`config.mk`:
```
export PLATFORM = sky130hd
export DESIGN_NAME = smr_top
export DESIGN_NICKNAME = d
export VERILOG_FILES = /design/src/hw/smr_pkg.sv /design/src/hw/smr_top.sv /design/src/hw/smr_pin_wake.sv /design/src/hw/smr_vec_fetch.sv
export SDC_FILE = /design/constraint.sdc
export NUM_CORES = 1
export LEC_CHECK = 0
export BUFFER_PORTS_ARGS = -buffer_cell sky130_fd_sc_hd__buf_2
export CAP_MARGIN = 20
export CORE_MARGIN = 2
export CORE_UTILIZATION = 48
export DETAILED_ROUTE_END_ITERATION = 10
export GPL_ROUTABILITY_DRIVEN = 0
export GPL_TIMING_DRIVEN = 0
export HOLD_SLACK_MARGIN = 0.08
export PLACE_DENSITY_LB_ADDON = 0.1
export SYNTH_ARGS = -nofsm -noshare
export SYNTH_HDL_FRONTEND = slang
export SYNTH_SLANG_ARGS = --single-unit
```
`constraint.sdc`:
```
create_clock -name pclk -period 2.2 [get_ports pclk]
set_input_delay 0.44 -clock pclk [delete_from_list [all_inputs] [get_ports pclk]]
set_output_delay 0.44 -clock pclk [all_outputs]
set_load 0.005 [all_outputs]
```
`src/hw/smr_pkg.sv`:
```
// Constants and types shared by the stop-mode recovery block.
package smr_pkg;

	localparam int SMR_PORTS = 5;
	localparam int SMR_PINS = 8;

	// APB byte addresses.
	localparam logic [11:0] SMR_ADDR_CTRL = 12'h000;
	localparam logic [11:0] SMR_ADDR_PWE_BASE = 12'h004;
	localparam logic [11:0] SMR_ADDR_IRQ_STAT = 12'h018;
	localparam logic [11:0] SMR_ADDR_IRQ_MASK = 12'h01c;
	localparam logic [11:0] SMR_ADDR_STATE = 12'h020;
	localparam logic [11:0] SMR_ADDR_CAUSE = 12'hff0;

	// Control register fields.
	localparam int SMR_CTRL_WDT_INT = 0;
	localparam int SMR_CTRL_TMR_STOP = 1;
	localparam int SMR_CTRL_CMP_STOP = 2;
	localparam logic [7:0] SMR_CTRL_RESET = 8'h00;

	// Reset cause status fields.
	localparam int SMR_CAUSE_STOP = 4;
	localparam int SMR_CAUSE_WDT = 5;
	localparam int SMR_CAUSE_PIN = 6;
	localparam int SMR_CAUSE_POR = 7;
	localparam logic [7:0] SMR_CAUSE_RESET = 8'h80;

	// Interrupt status fields.
	localparam int SMR_IRQ_RECOVERED = 0;
	localparam int SMR_IRQ_SYSRESET = 1;
	localparam logic [1:0] SMR_IRQ_RESET = 2'h0;

	localparam logic [7:0] SMR_PWE_RESET = 8'h00;

	// Restart vector location in program memory.
	localparam logic [15:0] SMR_VEC_HI_ADDR = 16'h0002;
	localparam logic [15:0] SMR_VEC_LO_ADDR = 16'h0003;

	typedef enum logic [1:0] {
		SMR_SRC_NONE,
		SMR_SRC_STOP,
		SMR_SRC_SYSRST
	} smr_src_t;

	// Wake sources offered by the peripherals.
	typedef struct packed {
		logic wdt_timeout;
		logic tmr_irq;
		logic cmp_irq;
	} smr_wake_t;

	// Interrupt requests posted to the core after recovery.
	typedef struct packed {
		logic wdt;
		logic tmr;
		logic cmp;
	} smr_post_t;

endpackage

```
`src/hw/smr_top.sv`:
```
// Stop-mode wake-up, recovery and reset-cause logic with APB registers.
`timescale 1ns/10ps
module smr_top
	import smr_pkg::*;
(
	// Clock and reset
	input wire logic pclk,
	input wire logic presetn,
	// APB slave
	input wire logic psel,
	input wire logic penable,
	input wire logic pwrite,
	input wire logic [11:0] paddr,
	input wire logic [31:0] pwdata,
	output logic [31:0] prdata,
	output logic pready,
	output logic pslverr,
	// Core interface
	input wire logic stop_req,
	input wire logic irq_enable,
	output logic core_halted,
	output logic core_run,
	output logic pc_load,
	output logic [15:0] pc_value,
	output smr_post_t post_irq,
	// Program memory
	output logic [15:0] pmem_addr,
	output logic pmem_rd,
	input wire logic [7:0] pmem_rdata,
	// Wake sources
	input wire smr_wake_t wake_src,
	input wire logic [SMR_PORTS*SMR_PINS-1:0] port_pins,
	input wire logic ext_reset_n,
	input wire logic debug_pin,
	// System reset request and interrupt
	output logic sys_reset_req,
	output logic irq
);

	typedef enum logic [2:0] {
		SMR_S_BOOT,
		SMR_S_FETCH,
		SMR_S_LOAD,
		SMR_S_POST,
		SMR_S_RUN,
		SMR_S_STOP
	} smr_state_t;

	smr_state_t st_q;
	smr_src_t src_q;
	logic [7:0] ctrl_q;
	logic [7:0] cause_q;
	logic [7:0] pwe_q [SMR_PORTS];
	logic [SMR_PORTS*SMR_PINS-1:0] pwe_flat;
	logic [1:0] irq_stat_q;
	logic [1:0] irq_mask_q;
	logic [1:0] irq_set;
	smr_post_t pend_q;
	logic pin_wake;
	logic fetch_start;
	logic fetch_done;
	logic [15:0] vector;
	logic in_stop;
	logic wdt_wake;
	logic tmr_wake;
	logic cmp_wake;
	logic stop_wake;
	logic sys_wake;
	logic wr_acc;
	logic rd_setup;
	logic rd_acc;
	logic hit;
	logic pwe_hit;
	logic [2:0] pwe_idx;

	assign in_stop = (st_q == SMR_S_STOP);

	// Wake qualification while halted.
	assign wdt_wake = in_stop & wake_src.wdt_timeout;
	assign tmr_wake = in_stop & wake_src.tmr_irq & ctrl_q[SMR_CTRL_TMR_STOP];
	assign cmp_wake = in_stop & wake_src.cmp_irq & ctrl_q[SMR_CTRL_CMP_STOP];
	assign sys_wake = in_stop & (~ext_reset_n | ~debug_pin);
	assign stop_wake = wdt_wake | tmr_wake | cmp_wake | pin_wake;

	genvar p;
	generate
		for (p = 0; p < SMR_PORTS; p++) begin : g_port
			assign pwe_flat[p*SMR_PINS +: SMR_PINS] = pwe_q[p];
		end
	endgenerate

	smr_pin_wake u_pin_wake (
		.pclk(pclk),
		.presetn(presetn),
		.pin_in(port_pins),
		.pin_en(pwe_flat),
		.armed(in_stop),
		.wake(pin_wake)
	);

	assign fetch_start = (st_q == SMR_S_BOOT);

	smr_vec_fetch u_vec_fetch (
		.pclk(pclk),
		.presetn(presetn),
		.start(fetch_start),
		.done(fetch_done),
		.vector(vector),
		.pmem_addr(pmem_addr),
		.pmem_rd(pmem_rd),
		.pmem_rdata(pmem_rdata)
	);

	// Sequencer. The core restarts only after the vector is loaded.
	always_ff @(posedge pclk or negedge presetn) begin
		if (!presetn) begin
			st_q <= SMR_S_BOOT;
		end else begin
			unique case (st_q)
				SMR_S_BOOT: st_q <= SMR_S_FETCH;
				SMR_S_FETCH: if (fetch_done) st_q <= SMR_S_LOAD;
				SMR_S_LOAD: st_q <= SMR_S_POST;
				SMR_S_POST: st_q <= SMR_S_RUN;
				SMR_S_RUN: if (stop_req) st_q <= SMR_S_STOP;
				SMR_S_STOP: if (sys_wake || stop_wake) st_q <= SMR_S_BOOT;
			endcase
		end
	end

	always_ff @(posedge pclk or negedge presetn) begin
		if (!presetn) begin
			src_q <= SMR_SRC_NONE;
		end else if (in_stop) begin
			if (sys_wake) begin
				src_q <= SMR_SRC_SYSRST;
			end else if (stop_wake) begin
				src_q <= SMR_SRC_STOP;
			end
		end else if (st_q == SMR_S_RUN) begin
			src_q <= SMR_SRC_NONE;
		end
	end

	// Reset cause record. A system reset wins over a simultaneous wake.
	always_ff @(posedge pclk or negedge presetn) begin
		if (!presetn) begin
			cause_q <= SMR_CAUSE_RESET;
		end else if (sys_wake) begin
			cause_q <= 8'h00;
			cause_q[SMR_CAUSE_PIN] <= 1'b1;
		end else if (stop_wake) begin
			cause_q <= 8'h00;
			cause_q[SMR_CAUSE_STOP] <= 1'b1;
			cause_q[SMR_CAUSE_WDT] <= wdt_wake;
		end
	end

	// Interrupts held back until the restart sequence has finished.
	always_ff @(posedge pclk or negedge presetn) begin
		if (!presetn) begin
			pend_q <= '0;
		end else if (sys_wake) begin
			pend_q <= '0;
		end else if (stop_wake) begin
			pend_q.wdt <= wdt_wake & ctrl_q[SMR_CTRL_WDT_INT];
			pend_q.tmr <= tmr_wake;
			pend_q.cmp <= cmp_wake;
		end else if (st_q == SMR_S_POST) begin
			pend_q <= '0;
		end
	end

	always_ff @(posedge pclk or negedge presetn) begin
		if (!presetn) begin
			post_irq <= '0;
		end else if (st_q == SMR_S_POST && irq_enable) begin
			post_irq <= pend_q;
		end else begin
			post_irq <= '0;
		end
	end

	always_ff @(posedge pclk or negedge presetn) begin
		if (!presetn) begin
			pc_load <= 1'b0;
			pc_value <= 16'h0000;
		end else begin
			pc_load <= (st_q == SMR_S_LOAD);
			if (st_q == SMR_S_LOAD) pc_value <= vector;
		end
	end

	always_ff @(posedge pclk or negedge presetn) begin
		if (!presetn) begin
			sys_reset_req <= 1'b0;
		end else begin
			sys_reset_req <= sys_wake;
		end
	end

	assign core_halted = in_stop;
	assign core_run = (st_q == SMR_S_RUN);

	// APB decode.
	assign wr_acc = psel & penable & pwrite;
	assign rd_setup = psel & ~penable & ~pwrite;
	assign rd_acc = psel & penable & ~pwrite;
	assign pwe_hit = (paddr >= SMR_ADDR_PWE_BASE) && (paddr < SMR_ADDR_IRQ_STAT) && (paddr[1:0] == 2'h0);
	assign pwe_idx = 3'((paddr - SMR_ADDR_PWE_BASE) >> 2);
	assign hit = pwe_hit || paddr == SMR_ADDR_CTRL || paddr == SMR_ADDR_IRQ_STAT
		|| paddr == SMR_ADDR_IRQ_MASK || paddr == SMR_ADDR_STATE || paddr == SMR_ADDR_CAUSE;
	assign pready = 1'b1;
	assign pslverr = psel & penable & ~hit;

	always_ff @(posedge pclk or negedge presetn) begin
		if (!presetn) begin
			ctrl_q <= SMR_CTRL_RESET;
			irq_mask_q <= SMR_IRQ_RESET;
		end else if (wr_acc) begin
			if (paddr == SMR_ADDR_CTRL) ctrl_q <= {5'h00, pwdata[2:0]};
			if (paddr == SMR_ADDR_IRQ_MASK) irq_mask_q <= pwdata[1:0];
		end
	end

	generate
		for (p = 0; p < SMR_PORTS; p++) begin : g_pwe
			always_ff @(posedge pclk or negedge presetn) begin
				if (!presetn) begin
					pwe_q[p] <= SMR_PWE_RESET;
				end else if (wr_acc && pwe_hit && pwe_idx == 3'(p)) begin
					pwe_q[p] <= pwdata[7:0];
				end
			end
		end
	endgenerate

	// Sticky events; a new event in the clearing read's cycle survives.
	assign irq_set = {sys_wake, stop_wake & ~sys_wake};

	always_ff @(posedge pclk or negedge presetn) begin
		if (!presetn) begin
			irq_stat_q <= SMR_IRQ_RESET;
		end else if (rd_acc && paddr == SMR_ADDR_IRQ_STAT) begin
			irq_stat_q <= irq_set;
		end else begin
			irq_stat_q <= irq_stat_q | irq_set;
		end
	end

	assign irq = |(irq_stat_q & irq_mask_q);

	// Read data is captured in the setup cycle and held through access.
	always_ff @(posedge pclk or negedge presetn) begin
		if (!presetn) begin
			prdata <= 32'h00000000;
		end else if (rd_setup) begin
			if (pwe_hit) begin
				prdata <= {24'h000000, pwe_q[pwe_idx]};
			end else if (paddr == SMR_ADDR_CTRL) begin
				prdata <= {24'h000000, ctrl_q};
			end else if (paddr == SMR_ADDR_IRQ_STAT) begin
				prdata <= {30'h00000000, irq_stat_q | irq_set};
			end else if (paddr == SMR_ADDR_IRQ_MASK) begin
				prdata <= {30'h00000000, irq_mask_q};
			end else if (paddr == SMR_ADDR_STATE) begin
				prdata <= {29'h0000000, 2'(src_q), core_halted};
			end else if (paddr == SMR_ADDR_CAUSE) begin
				prdata <= {24'h000000, cause_q};
			end else begin
				prdata <= 32'h00000000;
			end
		end
	end

endmodule

```
`src/hw/smr_pin_wake.sv`:
```
// Per-pin change detector gated by the port wake-source enables.
`timescale 1ns/10ps
module smr_pin_wake
	import smr_pkg::*;
(
	// Clock and reset
	input wire logic pclk,
	input wire logic presetn,
	// Pins and enables
	input wire logic [SMR_PORTS*SMR_PINS-1:0] pin_in,
	input wire logic [SMR_PORTS*SMR_PINS-1:0] pin_en,
	input wire logic armed,
	// Result
	output logic wake
);

	logic [SMR_PORTS*SMR_PINS-1:0] prev_q;
	logic [SMR_PORTS*SMR_PINS-1:0] hit;

	always_ff @(posedge pclk or negedge presetn) begin
		if (!presetn) begin
			prev_q <= '0;
		end else begin
			prev_q <= pin_in;
		end
	end

	genvar i;
	generate
		for (i = 0; i < SMR_PORTS*SMR_PINS; i++) begin : g_pin
			// A pin without its enable never wakes the device.
			assign hit[i] = pin_en[i] & (pin_in[i] ^ prev_q[i]);
		end
	endgenerate

	assign wake = armed & (|hit);

endmodule

```
`src/hw/smr_vec_fetch.sv`:
```
// Two-byte restart vector read from program memory.
`timescale 1ns/10ps
module smr_vec_fetch
	import smr_pkg::*;
(
	// Clock and reset
	input wire logic pclk,
	input wire logic presetn,
	// Control
	input wire logic start,
	output logic done,
	output logic [15:0] vector,
	// Program memory, data one cycle after the read strobe
	output logic [15:0] pmem_addr,
	output logic pmem_rd,
	input wire logic [7:0] pmem_rdata
);

	typedef enum logic [1:0] {
		SMR_F_IDLE,
		SMR_F_HI,
		SMR_F_LO,
		SMR_F_END
	} smr_fetch_t;

	smr_fetch_t st_q;
	logic [7:0] hi_q;

	always_ff @(posedge pclk or negedge presetn) begin
		if (!presetn) begin
			st_q <= SMR_F_IDLE;
		end else begin
			unique case (st_q)
				SMR_F_IDLE: if (start) st_q <= SMR_F_HI;
				SMR_F_HI: st_q <= SMR_F_LO;
				SMR_F_LO: st_q <= SMR_F_END;
				SMR_F_END: st_q <= SMR_F_IDLE;
			endcase
		end
	end

	always_ff @(posedge pclk or negedge presetn) begin
		if (!presetn) begin
			hi_q <= 8'h00;
			vector <= 16'h0000;
		end else begin
			if (st_q == SMR_F_LO) hi_q <= pmem_rdata;
			if (st_q == SMR_F_END) vector <= {hi_q, pmem_rdata};
		end
	end

	assign pmem_rd = (st_q == SMR_F_HI) || (st_q == SMR_F_LO);
	assign pmem_addr = (st_q == SMR_F_LO) ? SMR_VEC_LO_ADDR : SMR_VEC_HI_ADDR;
	assign done = (st_q == SMR_F_END);

endmodule

```
==> results of run 1 <==
synth_stat cells, types with 5 or more instances:
cell type and count:
inv_1 7, mux2_2 82, dfrtp_1 153, buf_4 40, nand4_1 5, mux4_2 5, a21oi_1 19, clkbuf_1 11
nor2b_1 5, a22o_1 5, a22oi_1 15, mux2i_1 7, o21ai_0 19, ha_1 10, nand2_1 36, nand3_1 14
o31ai_1 5, nor3_1 5, xor2_1 41, nor2_1 11, and3_1 5, and2_1 5
power breakdown:
group / switching [mW] / total, mW / internal [mW]
clock: 1.20 / 3.04 / 1.84
sequential: 0.296 / 3.66 / 3.37
combinational: 0.796 / 1.69 / 0.892
placed cells by master, fill, tap and decap left out, types with 3 or more instances in the layout:
master     count
clkinv_4       4
mux2i_1        7
buf_4         58
inv_6          5
mux4_2         5
and3_1         5
xor2_1        40
clkbuf_1       8
a22o_1         5
and2_1         5
dfrtp_1      153
inv_1          5
a22oi_1       15
o21ai_0       17
nor4_4         3
bufinv_16      3
nor3_1         5
conb_1        40
nand2_1       34
mux2_4         8
clkbuf_16     17
mux2_2        74
nor2_1         9
buf_12         3
or3_1          3
nor2b_1        5
ha_1           8
a21oi_1       19
nand4_1        5
buf_2        111
o31ai_1        5
a32oi_1        3
nand2_4        4
nand3_1       12
routing by layer:
layer / wire [um] / track usage
met5: 0 / 0
met4: 166 / 0.0601
met3: 897 / 0.0498
met2: 7700 / 0.334
met1: 7200 / 0.291
metrics by stage:
stage	area [um2]	TNS (ns)	std cells	util
CTS	8840	-0.166	929	0.615
floorplan	7220	-0.358	592	-
detailed placement	8040	-28.83	889	0.560
finish	8980	-0.0491	939	0.625
global placement	8010	-243.82	888	0.557
global route	8980	-0.0941	939	0.625
registers in the layout, indices dropped and copies added, names as in the netlist, 2 cells and up:
name	count
pwe_flat	40
u_pin_wake.prev_q	40
pc_value	16
u_vec_fetch.vector	16
prdata	8
u_vec_fetch.hi_q	8
cause_q	4
ctrl_q	3
pend_q	3
post_irq	3
st_q	3
irq_mask_q	2
irq_stat_q	2
src_q	2
u_vec_fetch.st_q	2
timing repair:
item	4_1_cts	5_1_grt
pin swaps	5	10
buffers inserted	7	11
hold buffers	1	0
endpoints found under the hold margin	60	0
setup endpoints to repair	42	56
resized for setup	19	20
worst min path at each step:
stage                  start                    end
5_1_grt        port_pins[33]  u_pin_wake.prev_q[33]
6_report       port_pins[36]  u_pin_wake.prev_q[36]
2_1_floorplan        presetn             cause_q[4]
3_3_place_gp       prdata[4]              prdata[4]
3_5_place_dp         presetn  u_pin_wake.prev_q[33]
4_1_cts        port_pins[15]  u_pin_wake.prev_q[15]
logic make-up (layout without fill, tap and decap cells):
logic type / after synthesis / in the layout / share of synthesized area
buffers and inverters: 62 / 225 / 0.0564
AOI/OAI and AO/OA: 81 / 81 / 0.0771
DFF: 154 / 154 / 0.551
muxes: 96 / 96 / 0.161
xor gates and xnor gates: 42 / 42 / 0.0526
other: 2 / 40 / 0.00107
and+or+nand+nor: 107 / 107 / 0.0820
adders and majority gates: 10 / 10 / 0.0179
area by class of cell:
| class | count | share of cell area |
|---|---|---|
| Tap cell | 184 | 0.0256 |
| Timing Repair Buffer | 132 | 0.0863 |
| Clock buffer | 18 | 0.0489 |
| Clock inverter | 14 | 0.0205 |
| Buffer | 54 | 0.0429 |
| Multi-Input combinational cell | 376 | 0.342 |
| Sequential cell | 154 | 0.429 |
| Inverter | 7 | 0.00460 |
==> metrics.yaml, run 1 <==
outcome: "finished, violations left"
violations: "setup timing"
crit_end: "pslverr"
num_io_pins: 179
power_mw: 8.39
tightest_slew_ns: 0.600
setup.worst_path.end_class: "output pin"
htreeDepth: 4
fmax_mhz: 445
grt_max_degree: 94
synth_flop_cell: "dfrtp_1"
critical-path-max-stage-delay_ns: 0.38
via_per_inst: 5.19
synth_top_area_share: 0.548
fin_ws_ns: -0.0491
vias: 4869
post-route-period-util: 1.02
setup_violations: 1
slew_headroom: 0.600
maxSlewViolCount: 0
required_ns: 1.76
port_buffers: 112
tritoncts: "built"
yosys_warnings: 0
clk_latency_ns: 0.42
std_cell_rows: 44
rr_worst_depth: 7
ant_nets: 0
clk_transition_reported_paths_ns: 0.06
routed_wl_mm: 16.0
synth-seq-cells: 154
syn2layout_area_growth_pct: 28.5
cp_num_buf_inv: 3
syn_inst: 554
clockBufferDepth: 2
core_area_mm2: 0.0144
fin_skew_ns: 0.00851
startpoint_type: "primary input"
seqCellArea_mm2: 0.00385
grt_pass1_vias: 4898
whs_ns: 0.149
rsz0062_at_grt: "true"
crit_chain: "buf_2 > nor4_4 > nand2_2 > or3_4 > buf_8 > nand3_4 > nor4b_4 > buf_2"
r2r_slack_ns: 0.18
first_iter_violations: 261
track_usage: 0.211
fillers: 1176
dieHeight_um: 125
drcViolationCount: 0
firstDrtPassIters: 5
multi_input_area_mm2: 0.00307
grt_overflow_total: 0
synthesis.area_mm2: 0.00699
hold_violations: 0
synth_edf_count: 0
ir_worst_vdd_mv: 0.594
synthTopCellsByArea: "dfrtp_1 55%, mux2_2 13%, xor2_1 5.1%"
async_reset_ff_frac: 1.00
syn_avg_cell_area_um2: 12.6
worstHoldPathCells: 1
dp.final_hpwl_mm: 11.5
start_util: 0.487
diodes: 0
cap_violations: 0
synth_area_leader_cell: "dfrtp_1"
dp_slack_ns: -0.621
clock_sinks: 154
r2r_start: "u_pin_wake.prev_q[0]"
path_max_fanout: 4
crit_arrival_ns: 1.81
die_x_um: 125
path_delay_family: "simple AND/OR/NAND/NOR gates"
power_per_cell_area_mw_per_mm2: 934
finalCriticalPeriod_ns: 2.25
grt_pass1_wl_mm: 25.8
cp.depth: 8
leakage_nw: 4.41
worst_r2r_endpoint: "st_q[2]"
path_common_cell: "buf_2"
slowest_stage: "nor4_4"
layout-drive-gt1-share: 0.429
cts_buffers: 17
antenna_found_initial: 0
seq_area_frac_synth: 0.551
dieArea_mm2: 0.0155
crit_path_start: "paddr[8]"
cts.root.buffer_cell: "clkbuf_16"
routedWlPerCell_um: 17.0
worstSetupPathType: "in2out"
synth.distinct_cells: 50
final_nets: 856
holdCritPathClass: "in2reg"
(Power assumes the default switching activity.)
==> inputs of run 2 (changes only) <==
--- a/config.mk
+++ b/config.mk
@@ -5,10 +5,11 @@
 export SDC_FILE = /design/constraint.sdc
 export NUM_CORES = 1
 export LEC_CHECK = 0
+export ABC_AREA = 1
 export BUFFER_PORTS_ARGS = -buffer_cell sky130_fd_sc_hd__buf_2
 export CAP_MARGIN = 20
 export CORE_MARGIN = 2
-export CORE_UTILIZATION = 48
+export CORE_UTILIZATION = 49
 export DETAILED_ROUTE_END_ITERATION = 10
 export GPL_ROUTABILITY_DRIVEN = 0
 export GPL_TIMING_DRIVEN = 0
==> run 2 against run 1 <==
  * The flow now finishes without violations
  * Core utilization shrank 0.71 points
  * Synthesized cell count up 58%
  * Combinational power fell by 7%
  * Total power fell by 6.1%
  * Maximum frequency rose by 7.2%
  * Non-clock buffer count fell by 9
  * Critical path depth is 2 higher
  * Clock power is 8.2% lower
  * Global-route usage up 2.0 points
  * Sequential share of layout area down 0.33 points
  * Worst setup slack better by 0.15 ns
  * Count of clock-buffer cells in the layout increased by 7
==> metrics.yaml, run 2 <==
slowest_stage: "nor4_2"
syn2layout_area_growth_pct: 22.6
firstDrtPassIters: 6
synth-seq-cells: 154
ys_top_cells_by_count: "229 x nand2_1, 153 x dfrtp_1, 140 x inv_1, 74 x o21ai_0, 54 x nand3_1"
crit_chain: "buf_4 > inv_4 > buf_8 > ha_4 > inv_2 > nor2_4 > nand4_1 > nand4_1 > nor4_2 > buf_2"
first_iter_violations: 445
fmax_mhz: 477
path_max_fanout: 12
tightest_slew_ns: 0.740
critical-path-max-stage-delay_ns: 0.22
mostFrequentLayoutCell: "nand2_1"
power_per_cell_area_mw_per_mm2: 871
cts_buffers: 17
synth.distinct_cells: 43
routedWlPerCell_um: 13.9
drcViolationCount: 0
yosys_warnings: 0
synth-simple-area-share: 0.205
clk_transition_reported_paths_ns: 0.06
clock_sinks: 154
via_per_inst: 4.89
routed_wl_mm: 17.4
outcome: "finished, final reports clean"
dieArea_mm2: 0.0161
async_reset_ff_frac: 1.00
start_util: 0.504
setup.worst_path.end_class: "output pin"
ctsHoldBuffers: 0
worstSetupPathType: "in2out"
synth_flop_cell: "dfrtp_1"
htreeDepth: 4
grt_pass1_vias: 5841
final_cell_mix: "227 x nand2_1, 153 x dfrtp_1, 136 x inv_1"
final_nets: 1167
final_cell_area_mm2: 0.00905
fillers: 1321
crit_arrival_ns: 1.66
die_x_um: 127
fin_ws_ns: 0.102
placed_cells: 1214
r2r_slack_ns: 0.21
synthMuxAreaShare: 0.0122
antenna_found_initial: 1
synth_compound_area_frac: 0.112
ant_nets: 0
cts.root.buffer_cell: "clkbuf_16"
vias: 6110
leakage_nw: 4.82
seq_area_frac_synth: 0.522
ir_worst_vdd_mv: 0.672
finalCriticalPeriod_ns: 2.10
grt_overflow_total: 0
clk_latency_ns: 0.42
synth_xor_area_frac: 0.00237
core_area_mm2: 0.0146
synthTopCellsByArea: "dfrtp_1 52%, nand2_1 12%, inv_1 7.1%"
grt_pass1_wl_mm: 28.7
grt_max_degree: 81
num_io_pins: 179
synthMostInstantiatedCell: "nand2_1"
synthesis.area_mm2: 0.00738
fin_skew_ns: 0.00674
path_common_cell: "nand4_1"
syn_avg_cell_area_um2: 8.42
fin_cells: 1250
startpoint_type: "primary input"
synthAdderAreaFrac: 0.0169
synth_top_area_share: 0.519
placed_area_mm2: 0.00836
tritoncts: "built"
synth_area_leader_cell: "dfrtp_1"
hold_violations: 0
post-route-period-util: 0.954
clockBufferDepth: 2
dp.final_hpwl_mm: 12.9
synth_edf_count: 0
rsz0062_at_grt: "true"
slew_headroom: 0.507
maxSlewViolCount: 0
std_cell_rows: 44
cap_violations: 0
layout-drive-gt1-share: 0.225
syn_inst: 877
setup_violations: 0
synth_top_family_by_area: "simple AND/OR/NAND/NOR gates"
dieHeight_um: 127
holdCritPathClass: "in2async"
port_buffers: 114
required_ns: 1.76
dp_slack_ns: -0.604
track_usage: 0.231
## run 2: changes by cell type after synthesis, sizes merged, moves of 40 or more
cell	previous run	this run
xor2	41	1
mux2	84	8
nand3	14	60
o21ai	19	115
inv	7	143
nand2	40	231
## run 2: logic make-up after synthesis
group	count (synthesis)
other cells	2
buf+inv	202
simple gates	348
fa+ha+maj	10
flops	154
mux	8
xor+xnor	2
compound gates	151
## run 2: worst max-delay path: cells and delay by family
family	cells	cell delay, ns
buf+inv	5	0.54
fa+ha+maj	1	0.17
simple gates	4	0.50
## run 2: through the flow
stage / total power [mW] / setup TNS, ns / hold slack (ns) / util
after floorplan: 4.50 / 0 / 0.144 / -
after CTS: 7.94 / 0 / 0.0896 / 0.614
after detailed placement: 5.12 / -18.34 / 0.460 / 0.571
final: 7.89 / 0 / 0.0593 / 0.618
after global routing: 8.35 / -0.0828 / 0.123 / 0.618
after global placement: 5.06 / -268.53 / 0.455 / 0.569
## run 2: metal layers
| layer | up-vias | track usage | share of wire |
|---|---|---|---|
| met2 | 196 | 0.358 | 0.45 |
| li1 | 3068 | - | - |
| met1 | 2813 | 0.315 | 0.46 |
| met5 | - | 0 | 0 |
| met4 | 0 | 0.0814 | 0.021 |
| met3 | 33 | 0.0633 | 0.071 |
## run 2: area by class of cell
type	instances	area, um2	share of cell area
Timing Repair Buffer	120	657	0.0726
Sequential cell	154	3850	0.426
Clock inverter	6	62.6	0.00691
Tap cell	184	230	0.0254
Clock buffer	25	505	0.0558
Multi-Input combinational cell	559	2780	0.307
Antenna cell	1	2.50	0.000276
Buffer	57	414	0.0457
Inverter	144	547	0.0604
## run 2: final timing paths
kind                                        from                     to  cells past startpoint
max                                     paddr[2]                pslverr                     10
min                                      presetn            pc_value[0]                      1
max reg2reg                u_pin_wake.prev_q[16]              pend_q[0]                     10
min reg2reg                            prdata[2]              prdata[2]                      2
max in group asynchronous                presetn           pwe_flat[22]                      2
min in group pclk                  port_pins[19]  u_pin_wake.prev_q[19]                      1
## run 2: timing repair
| action | in CTS | in global routing |
|---|---|---|
| buffers inserted | 4 | 1 |
| gates resized for setup | 10 | 17 |
| endpoints found under the setup margin | 6 | 50 |
| pin swaps | 2 | 7 |
## run 2: report_power, final
part / internal, mW / switching, mW / total (mW)
registers: 3.31 / 0.209 / 3.52
logic: 0.631 / 0.939 / 1.57
clock network: 1.70 / 1.10 / 2.79
total: 5.64 / 2.24 / 7.89
